### config.mk
export PLATFORM = sky130hd
export DESIGN_NAME = acpc_top
export DESIGN_NICKNAME = d
export VERILOG_FILES = /design/src/verilog/acpc_pkg.sv /design/src/verilog/acpc_top.sv
export SDC_FILE = /design/constraint.sdc
export NUM_CORES = 1
export LEC_CHECK = 0
export ABC_AREA = 1
export BUFFER_PORTS_ARGS = -buffer_cell sky130_fd_sc_hd__buf_2
export CAP_MARGIN = 20
export CORE_UTILIZATION = 33
export CTS_BUF_LIST = sky130_fd_sc_hd__clkbuf_4 sky130_fd_sc_hd__clkbuf_8
export CTS_CLUSTER_DIAMETER = 30
export CTS_CLUSTER_SIZE = 10
export DETAILED_ROUTE_END_ITERATION = 10
export REMOVE_ABC_BUFFERS = 1
export SLEW_MARGIN = 25
export SYNTH_ARGS = -nofsm -noshare
export SYNTH_HDL_FRONTEND = slang
export SYNTH_SLANG_ARGS = --single-unit
### constraint.sdc
create_clock -name CLOCK -period 2.3 [get_ports CLOCK]
set_input_delay 0.575 -clock CLOCK [delete_from_list [all_inputs] [get_ports CLOCK]]
set_output_delay 0.575 -clock CLOCK [all_outputs]
set_load 0.01 [all_outputs]
### src/verilog/acpc_pkg.sv
// Constants, register map and encodings of the audio clock and PLL configuration block.
package acpc_pkg;

  localparam int ACPC_DATA_W = 32;
  localparam int ACPC_ADDR_W = 12;

  localparam logic [11:0] ACPC_OFF_CLOCK_CTRL = 12'h000;
  localparam logic [11:0] ACPC_OFF_PLL_CTRL = 12'h004;
  localparam logic [11:0] ACPC_OFF_STATUS = 12'h008;

  localparam int ACPC_CTL_PLL_SEL_BIT = 0;
  localparam int ACPC_CTL_RATIO_LSB = 1;
  localparam int ACPC_CTL_RATE_LSB = 4;
  localparam int ACPC_CTL_HALVE_BIT = 8;
  localparam int ACPC_CTL_RUN_BIT = 12;
  localparam int ACPC_PLL_FRAC_LSB = 0;
  localparam int ACPC_PLL_INT_LSB = 16;
  localparam int ACPC_STS_RELEASED_BIT = 0;
  localparam int ACPC_STS_PLL_ON_BIT = 1;
  localparam int ACPC_STS_RUN_BIT = 2;

  localparam int ACPC_FRAC_W = 11;
  localparam int ACPC_INT_W = 5;

  localparam logic [1:0] ACPC_RATIO_256 = 2'h0;
  localparam logic [1:0] ACPC_RATIO_384 = 2'h1;
  localparam logic [1:0] ACPC_RATIO_512 = 2'h2;
  localparam logic [9:0] ACPC_FRAME_256 = 10'h100;
  localparam logic [9:0] ACPC_FRAME_384 = 10'h180;
  localparam logic [9:0] ACPC_FRAME_512 = 10'h200;

  // Codes 0 to 9: 8, 11.025, 12, 16, 22.05, 24, 32, 44.1, 48 and 96 kHz.
  localparam logic [3:0] ACPC_RATE_8K = 4'h0;
  localparam logic [3:0] ACPC_RATE_48K = 4'h8;
  localparam logic [3:0] ACPC_RATE_96K = 4'h9;

  localparam logic [4:0] ACPC_INT_RST = 5'h10;
  localparam logic [10:0] ACPC_FRAC_RST = 11'h312;

  localparam int ACPC_RESET_MCLK_CYCLES = 8;
  localparam int ACPC_RESET_TIME_NS = 1000;
  localparam int ACPC_MCLK_MIN_KHZ = 8000;
  localparam int ACPC_RESET_TIME_MCLK = ACPC_RESET_TIME_NS * ACPC_MCLK_MIN_KHZ / 1000000;

  typedef enum logic [1:0] {
    ACPC_RST_HOLD = 2'b00,
    ACPC_RST_COUNT = 2'b01,
    ACPC_RST_DONE = 2'b10
  } acpc_rst_state_t;

endpackage

### src/verilog/acpc_top.sv
// Clock and reset control for the audio codec: power-up reset, clock mode, PLL setup and APB registers.
//
// Summary of operation
// - Internal reset releases only after eight master clock edges with all supplies up.
// - Synchronous mode accepts master clock at 256, 384 or 512 times sample rate.
// - Ten sample rates from 8 kHz to 96 kHz are supported.
// - At 96 kHz only the 256 ratio is allowed.
// - Synchronous mode keeps the PLL switched off to save power.
// - PLL mode accepts any master clock from 8.0 to 27 MHz.
// - PLL mode derives internal and serial audio clocks from the PLL output.
// - The reset delay equals about 1.0 us at an 8.0 MHz master clock.
`timescale 1ns/1ps
`default_nettype none

module acpc_top
  import acpc_pkg::*;
#(
  parameter int RESET_EDGES = ACPC_RESET_MCLK_CYCLES
)
(
  input wire logic CLOCK,
  input wire logic ARST_N,
  input wire logic SUPPLY_GOOD,
  input wire logic SYSTEM_MASTER_CLOCK,
  input wire logic PSEL,
  input wire logic PENABLE,
  input wire logic PWRITE,
  input wire logic [ACPC_ADDR_W-1:0] PADDR,
  input wire logic [ACPC_DATA_W-1:0] PWDATA,
  output logic [ACPC_DATA_W-1:0] PRDATA,
  output logic PREADY,
  output logic PSLVERR,
  output logic INTERNAL_RESET_N,
  output logic PLL_ENABLE,
  output logic AUDIO_CLOCK_FROM_PLL,
  output logic PLL_REF_CLOCK,
  output logic INPUT_CLOCK_HALVE,
  output logic [ACPC_INT_W-1:0] PLL_INTEGER_DIVISOR,
  output logic [ACPC_FRAC_W-1:0] PLL_FRACTION_DIVISOR,
  output logic [1:0] MASTER_RATIO,
  output logic [3:0] SAMPLE_RATE,
  output logic AUDIO_RUN,
  output logic FRAME_TICK
);

  if (RESET_EDGES < 1 || RESET_EDGES > 15 || ACPC_RESET_TIME_MCLK != ACPC_RESET_MCLK_CYCLES)
  begin : g_bad_edges
    $error("acpc_top: reset edge count out of range");
  end

  typedef struct packed {
    acpc_rst_state_t rst_state;
    logic [3:0] rst_cnt;
    logic released;
    logic mclk_prev;
    logic pll_sel;
    logic [1:0] ratio;
    logic [3:0] rate;
    logic halve;
    logic run;
    logic [ACPC_INT_W-1:0] int_div;
    logic [ACPC_FRAC_W-1:0] frac_div;
    logic pll_on;
    logic ref_clk;
    logic [9:0] frame_cnt;
    logic frame_tick;
    logic [ACPC_DATA_W-1:0] prdata;
    logic pready;
    logic pslverr;
  } acpc_state_t;

  acpc_state_t s_q;
  acpc_state_t s_d;

  logic mclk_rise;
  logic access;
  logic commit;
  logic ctl_bad;
  logic pll_bad;
  logic [1:0] w_ratio;
  logic [3:0] w_rate;
  logic [9:0] frame_len;

  assign mclk_rise = SYSTEM_MASTER_CLOCK & ~s_q.mclk_prev;
  assign access = PSEL & PENABLE;
  assign commit = access & s_q.pready;
  assign w_ratio = PWDATA[ACPC_CTL_RATIO_LSB +: 2];
  assign w_rate = PWDATA[ACPC_CTL_RATE_LSB +: 4];

  always_comb
  begin
    case (s_q.ratio)
      ACPC_RATIO_384: frame_len = ACPC_FRAME_384;
      ACPC_RATIO_512: frame_len = ACPC_FRAME_512;
      default: frame_len = ACPC_FRAME_256;
    endcase
  end

  assign ctl_bad = (w_ratio != ACPC_RATIO_256 && w_ratio != ACPC_RATIO_384 && w_ratio != ACPC_RATIO_512) ||
    w_rate > ACPC_RATE_96K || (w_rate == ACPC_RATE_96K && w_ratio != ACPC_RATIO_256) ||
    (s_q.run && (PWDATA[ACPC_CTL_PLL_SEL_BIT] != s_q.pll_sel || w_ratio != s_q.ratio ||
    w_rate != s_q.rate || PWDATA[ACPC_CTL_HALVE_BIT] != s_q.halve));
  assign pll_bad = s_q.run;

  always_comb
  begin
    s_d = s_q;
    s_d.mclk_prev = SYSTEM_MASTER_CLOCK;
    s_d.frame_tick = 1'b0;

    case (s_q.rst_state)
      ACPC_RST_HOLD:
      begin
        s_d.rst_cnt = 4'h0;
        s_d.released = 1'b0;
        if (SUPPLY_GOOD)
        begin
          s_d.rst_state = ACPC_RST_COUNT;
        end
      end
      ACPC_RST_COUNT:
      begin
        if (!SUPPLY_GOOD)
        begin
          s_d.rst_state = ACPC_RST_HOLD;
        end
        else if (mclk_rise)
        begin
          if (s_q.rst_cnt == 4'(RESET_EDGES - 1))
          begin
            s_d.rst_state = ACPC_RST_DONE;
            s_d.released = 1'b1;
          end
          else
          begin
            s_d.rst_cnt = s_q.rst_cnt + 4'h1;
          end
        end
      end
      ACPC_RST_DONE:
      begin
        if (!SUPPLY_GOOD)
        begin
          s_d.rst_state = ACPC_RST_HOLD;
          s_d.released = 1'b0;
        end
      end
      default:
      begin
        s_d.rst_state = ACPC_RST_HOLD;
        s_d.released = 1'b0;
      end
    endcase

    // One wait state: ready rises in the second access cycle, the transfer ends on the next edge.
    s_d.pready = access & ~s_q.pready;
    s_d.pslverr = 1'b0;
    if (access && !s_q.pready)
    begin
      s_d.prdata = '0;
      if (!s_q.released)
      begin
        s_d.pslverr = 1'b1;
      end
      else
      begin
        case (PADDR)
          ACPC_OFF_CLOCK_CTRL:
          begin
            s_d.prdata[ACPC_CTL_PLL_SEL_BIT] = s_q.pll_sel;
            s_d.prdata[ACPC_CTL_RATIO_LSB +: 2] = s_q.ratio;
            s_d.prdata[ACPC_CTL_RATE_LSB +: 4] = s_q.rate;
            s_d.prdata[ACPC_CTL_HALVE_BIT] = s_q.halve;
            s_d.prdata[ACPC_CTL_RUN_BIT] = s_q.run;
            s_d.pslverr = PWRITE & ctl_bad;
          end
          ACPC_OFF_PLL_CTRL:
          begin
            s_d.prdata[ACPC_PLL_FRAC_LSB +: ACPC_FRAC_W] = s_q.frac_div;
            s_d.prdata[ACPC_PLL_INT_LSB +: ACPC_INT_W] = s_q.int_div;
            s_d.pslverr = PWRITE & pll_bad;
          end
          ACPC_OFF_STATUS:
          begin
            s_d.prdata[ACPC_STS_RELEASED_BIT] = s_q.released;
            s_d.prdata[ACPC_STS_PLL_ON_BIT] = s_q.pll_on;
            s_d.prdata[ACPC_STS_RUN_BIT] = s_q.run;
          end
          default:
          begin
            s_d.pslverr = 1'b1;
          end
        endcase
      end
    end

    // A refused write leaves every field as it was.
    if (commit && PWRITE && !s_q.pslverr)
    begin
      if (PADDR == ACPC_OFF_CLOCK_CTRL)
      begin
        s_d.pll_sel = PWDATA[ACPC_CTL_PLL_SEL_BIT];
        s_d.ratio = w_ratio;
        s_d.rate = w_rate;
        s_d.halve = PWDATA[ACPC_CTL_HALVE_BIT];
        s_d.run = PWDATA[ACPC_CTL_RUN_BIT];
      end
      if (PADDR == ACPC_OFF_PLL_CTRL)
      begin
        s_d.frac_div = PWDATA[ACPC_PLL_FRAC_LSB +: ACPC_FRAC_W];
        s_d.int_div = PWDATA[ACPC_PLL_INT_LSB +: ACPC_INT_W];
      end
    end

    s_d.pll_on = s_d.pll_sel & s_d.released;

    if (!s_q.pll_on)
    begin
      s_d.ref_clk = 1'b0;
    end
    else if (s_q.halve)
    begin
      s_d.ref_clk = mclk_rise ? ~s_q.ref_clk : s_q.ref_clk;
    end
    else
    begin
      s_d.ref_clk = SYSTEM_MASTER_CLOCK;
    end

    // Frame rate from master clock ratio
    if (!s_q.run || s_q.pll_sel || !s_q.released)
    begin
      s_d.frame_cnt = 10'h000;
    end
    else if (mclk_rise)
    begin
      if (s_q.frame_cnt == frame_len - 10'h001)
      begin
        s_d.frame_cnt = 10'h000;
        s_d.frame_tick = 1'b1;
      end
      else
      begin
        s_d.frame_cnt = s_q.frame_cnt + 10'h001;
      end
    end

    // Internal reset clears the configuration, as a fresh power-up would.
    if (!s_d.released)
    begin
      s_d.pll_sel = 1'b0;
      s_d.ratio = ACPC_RATIO_256;
      s_d.rate = ACPC_RATE_48K;
      s_d.halve = 1'b0;
      s_d.run = 1'b0;
      s_d.int_div = ACPC_INT_RST;
      s_d.frac_div = ACPC_FRAC_RST;
      s_d.pll_on = 1'b0;
    end
  end

  always_ff @(posedge CLOCK or negedge ARST_N)
  begin
    if (!ARST_N)
    begin
      s_q <= '{rst_state: ACPC_RST_HOLD, ratio: ACPC_RATIO_256, rate: ACPC_RATE_48K,
               int_div: ACPC_INT_RST, frac_div: ACPC_FRAC_RST, default: '0};
    end
    else
    begin
      s_q <= s_d;
    end
  end

  assign PRDATA = s_q.prdata;
  assign PREADY = s_q.pready;
  assign PSLVERR = s_q.pslverr;
  assign INTERNAL_RESET_N = s_q.released;
  assign PLL_ENABLE = s_q.pll_on;
  assign AUDIO_CLOCK_FROM_PLL = s_q.pll_on;
  assign PLL_REF_CLOCK = s_q.ref_clk;
  assign INPUT_CLOCK_HALVE = s_q.halve;
  assign PLL_INTEGER_DIVISOR = s_q.int_div;
  assign PLL_FRACTION_DIVISOR = s_q.frac_div;
  assign MASTER_RATIO = s_q.ratio;
  assign SAMPLE_RATE = s_q.rate;
  assign AUDIO_RUN = s_q.run;
  assign FRAME_TICK = s_q.frame_tick;
endmodule

`default_nettype wire

; ---- After elaboration in Yosys (flattened, before gate mapping)
; Cells that the tools add are included.
[word_totals]
romBits = 0
elab_cells = 123
output_inout_bits = 63
in_bits = 51
latch_bits = 0
ramBits = 0
ff_bits = 65
memories = 0
[classes]
n_mux = 37
bitwise = 10
multipliers = 0
div_mod_pow = 0
order_cmp = 1
shift = 0
add_sub_neg = 3
n_reduce_logical = 28
eq_ne = 26
[ops]
columns = cell, n
row1 = 2-to-1 mux 26 bit, 1
row2 = 2-to-1 mux 25 bit, 1
row3 = 2-to-1 mux 11 bit, 2
row4 = 2-to-1 mux 10 bit, 2
row5 = case mux 10 bit (2 select lines), 1
row6 = 2-to-1 mux 16 bit, 1
row7 = 2-to-1 mux 5 bit, 3
row8 = equality test 12 x 3 -> 1 bit (second input constant), 1
row9 = equality test 12 x 4 -> 1 bit (second input constant), 1
row10 = zero test 12 bit, 1
row11 = 2-to-1 mux 1 bit, 12
row12 = != test 2 bit (second input constant), 6
row13 = adder 10 x 1 -> 10 bit (second input constant), 1
row14 = equality test 10 bit, 1
row15 = 2-to-1 mux 2 bit, 5
row16 = case mux 5 bit (2 select lines), 1
row17 = subtractor 10 x 1 -> 10 bit (second input constant), 1
row18 = 2-to-1 mux 9 bit, 1
row19 = case mux 3 bit (3 select lines), 1
row20 = logical OR 1 bit, 8
row21 = != test 2 x 1 -> 1 bit (second input constant), 4
row22 = case mux 4 bit (2 select lines), 1
row23 = AND reduction 4 bit, 2
row24 = AND 1 bit, 7
row25 = 22 further kinds, 40

; ---- Depth between registers and ports, before layout
[logic_depth]
word_depth = 10
mapped_depth = 11

; ---- Worst setup path before layout
; Ideal clock, no wire load.
[synth_path]
path_kind = input-to-reg
from = input PADDR[9]
to = register s_q, in the netlist PLL_FRACTION_DIVISOR[10]
cell_stages = 9
arrival_time_ps = 1482
slack_ps = 702
path_cell_list = nor2_1 -> nand2_2 -> nor2_8 -> nand2_4 -> nor2_8 -> nor2_4 -> buf_6 -> nand2_1 -> nand2_1
[synth_via]
elab_chain_cells = 3
[synth_lines]
columns = element, line_no
row1 = "start, declared", acpc_top.sv:28  ; input wire logic [ACPC_ADDR_W-1:0] PADDR,
row2 = equality test 12 x 3 -> 1 bit, acpc_top.sv:208  ; if (PADDR == ACPC_OFF_PLL_CTRL)
row3 = != test 2 x 1 -> 1 bit (no line), n/a
row4 = AND reduction 2 bit (no line), n/a
row5 = "end signal, assigned", acpc_top.sv:266  ; s_q <= '{rst_state: ACPC_RST_HOLD, ratio: ACPC_RATIO_256, rate: ACPC_RATE_48K,
row6 = "end, declared", acpc_top.sv:72  ; acpc_state_t s_q;
; No other way between the ends.
; A chain may end at the register's enable or synchronous reset.

; ---- Worst setup path after layout
[layout_path]
from = register s_q[79] in the netlist's numbering
to = register s_q, in the netlist PLL_FRACTION_DIVISOR[4]
[layout_via]
elab_chain_cells = 4
word_cells_on_any_way = 7
classes_between = eq/ne: 4 / mux: 2 / reduce/logical: 1
[layout_lines]
columns = element, line_no
row1 = equality test 2 bit or equality test 2 x 1 -> 1 bit (tied branches), acpc_top.sv:111  ; case (s_q.rst_state)
row2 = case mux 1 bit (2 select lines) *, acpc_top.sv:111
row3 = != test 2 x 1 -> 1 bit (no line), n/a
row4 = AND reduction 2 bit (no line), n/a
; Every way passes the cells marked *; elsewhere a longest branch is shown, timed or not.

==> results.yml <==
synth:
  synthTopCellsByCount: "nand2_1, dfrtp_1, buf_4"
  synth_edf_count: 0
  synth_cell_types: 35
  synthArstFlopShare: 1.00
  syn_area_per_cell_um2: 8.29
  synth_top_area_frac: 0.396
  yosysWarnings: 0
  yosysTopAreaCell: "dfrtp_1"
  ys_ff_latch: 64
  synth-seq-area-share: 0.439
  syn_inst: 442
  synth_area_leaders: "dfrtp_1, buf_4, nand2_1, inv_1, dfstp_2"
  yosysMostFrequentCell: "nand2_1"
  synth.cell_area_um2: 3660
  synth_flop_cell: "dfrtp_1"
grt:
  track_usage: 0.156
  grt_start_max_net_pins: 65
  grt_pass1_vias: 2869
  antenna_found_initial: 1
  grt-ovfl-total: 0
  grt_pass1_wl_um: 13800
detailed_routing:
  wl_met3_um: 454
  dr.first_iter.drc_count: 132
  dr_total_vias: 2968
  wl_per_cell_um: 13.1
  routed-wl-met2_um: 4060
  antenna_left: 0
  met1_length_um: 3770
  via_per_inst: 4.65
  dr.max_layer_used: "met5"
  drcViolationCount: 0
  dr.pass1.iters: 4
  drt_wl_total_um: 8380
clock_tree:
  htreeDepth: 3
  cts_tree: "done"
  clk_latency_ns: 0.35
  numCtsBuffers: 9
  post_cts_buffers: 0
  root_buffer: "clkbuf_8"
  hold_buffers: 0
  clk_pin_slew_worst_paths_ns: 0.08
  clockBufferDepth: 2
  cts_sinks: 64
  cts_resized: 0
timing:
  setup_viol: 0
  setup_tns_ns: 0
  fmax_mhz: 512
  maxSlewViolCount: 0
  layout_min_cycle_time_ns: 1.95
  finalHoldViolations: 0
  finalCritPeriodShare: 0.850
  rsz0062_at_grt: "no"
  finClkSkew_ns: 0.0122
critical_path:
  start_kind: "flop"
  crit_type: "flop to flop"
  crit_path_end: "PLL_FRACTION_DIVISOR[4]"
  rrSetupSlack_ns: 0.35
  critPathMaxFanout: 13
  setup.worst_path.start: "s_q[79]"
  crit_required_ns: 2.57
  cp_data_arrival_time_ns: 2.22
  reg2reg_depth: 11
  r2r_end: "PLL_FRACTION_DIVISOR[4]"
  rr_startpoint: "s_q[79]"
  endpoint_kind: "flop"
power_and_ir_drop:
  netSwitchingPower_uw: 664
  swShare: 0.285
  power.internal_mw: 1.67
  p_per_area_nw_per_um2: 571
  p_leak_nw: 2.14
  comb_power_share: 0.115
  clkPwrFrac: 0.381
  p_seq_frac: 0.503
  peakVddDrop_mv: 0.233
  power_mw: 2.33
die:
  die_x_um: 107
  rows: 38
  start_util: 0.338
  fp.coreArea_um2: 10800
  die_h_um: 107
  dieArea_um2: 11500
  ios: 114
run:
  drv_cap: 0
placement:
  place_congestion: 0.809
  hpwl_um: 6180
  portBuffers: 83
cells_and_area:
  fin_nets: 552
  drive_gt1_frac: 0.267
  num_antenna_cells: 0
  area_delta_synth_final_pct: 11.6
worst_hold_path:
  hold_path.class: "input port to async pin"
status:
  status: "finished, final reports clean"
## placed cells by master, fill, tap and decap left out, types with 8 or more instances in the layout
cell type	count
buf_2	83
a21oi_1	10
ha_1	8
o22ai_1	14
clkbuf_8	10
o21ai_0	31
conb_1	15
nand3_1	28
nand2_1	100
nor2_1	26
dfrtp_1	58
inv_1	44
## per-layer routing
metal | vias up | global-route usage
met5 | - | 0
met4 | 2 | 0.0568
li1 | 1458 | -
met3 | 11 | 0.0387
met2 | 85 | 0.259
met1 | 1412 | 0.196
## stage by stage
step / cells / setup slack, ns / utilization / cell area, um2 / hold WS (ns)
2_1_floorplan: 393 / 0.311 / - / 3260 / 0.279
3_3_place_gp: 622 / 0.313 / 0.360 / 3910 / 0.457
3_5_place_dp: 622 / 0.281 / 0.360 / 3910 / 0.466
4_1_cts: 638 / 0.310 / 0.377 / 4090 / 0.238
5_1_grt: 638 / 0.104 / 0.377 / 4090 / 0.242
6_report: 638 / 0.345 / 0.377 / 4090 / 0.233
## state kept, by name, summed over array words and instances, names as in the netlist
signal / flops
INTERNAL_RESET_N: 1
INPUT_CLOCK_HALVE: 1
PLL_FRACTION_DIVISOR: 11
PREADY: 1
PLL_REF_CLOCK: 1
FRAME_TICK: 1
SAMPLE_RATE: 4
MASTER_RATIO: 2
s_q: 17
PLL_INTEGER_DIVISOR: 5
PSLVERR: 1
AUDIO_CLOCK_FROM_PLL: 1
AUDIO_RUN: 1
PRDATA: 17
## final cells by class
type                            instances  area [um2]
Clock inverter                          6        42.5
Inverter                               47         176
Fill cell                            1142        6750
Tap cell                              140         175
Multi-Input combinational cell        282        1470
Clock buffer                           10         138
Timing Repair Buffer                   89         473
Sequential cell                        64        1610
## worst min-delay path by stage
stage                     startpoint              endpoint  slack [ns]
final                         ARST_N             PRDATA[5]        0.23
after global routing          ARST_N             PRDATA[5]        0.24
after detailed placement   PRDATA[6]             PRDATA[6]        0.47
after global placement     PRDATA[7]             PRDATA[7]        0.46
after floorplan               ARST_N  AUDIO_CLOCK_FROM_PLL        0.28
after CTS                     ARST_N            PRDATA[20]        0.24
## power by group through the flow
stage               sequential, mW  clock (mW)  combinational [mW]
floorplan                     1.19           0               0.162
global placement              1.19           0               0.261
detailed placement            1.20           0               0.267
CTS                           1.17       0.921               0.270
global route                  1.18       0.974               0.310
finish                        1.17       0.890               0.269
## logic make-up after synthesis
group,after synthesis,synth area share
fa+ha+maj,8,0.0273
compound gates,69,0.109
buf+inv,110,0.173
xor+xnor,12,0.0287
flops,64,0.439
other cells,1,0.00102
simple gates,178,0.222
## critical path: stages, from the launching register on
cell and delay, ns:
dfrtp_1 0.39, inv_1 0.10, ha_1 0.22, nand2_1 0.10, nor2_2 0.18, nand2_1 0.08, nand2_1 0.08, nand2_2 0.09
inv_2 0.23, nand2_2 0.21, nor2_1 0.17, a21oi_2 0.04
Power figures use the tool's default switching activity.
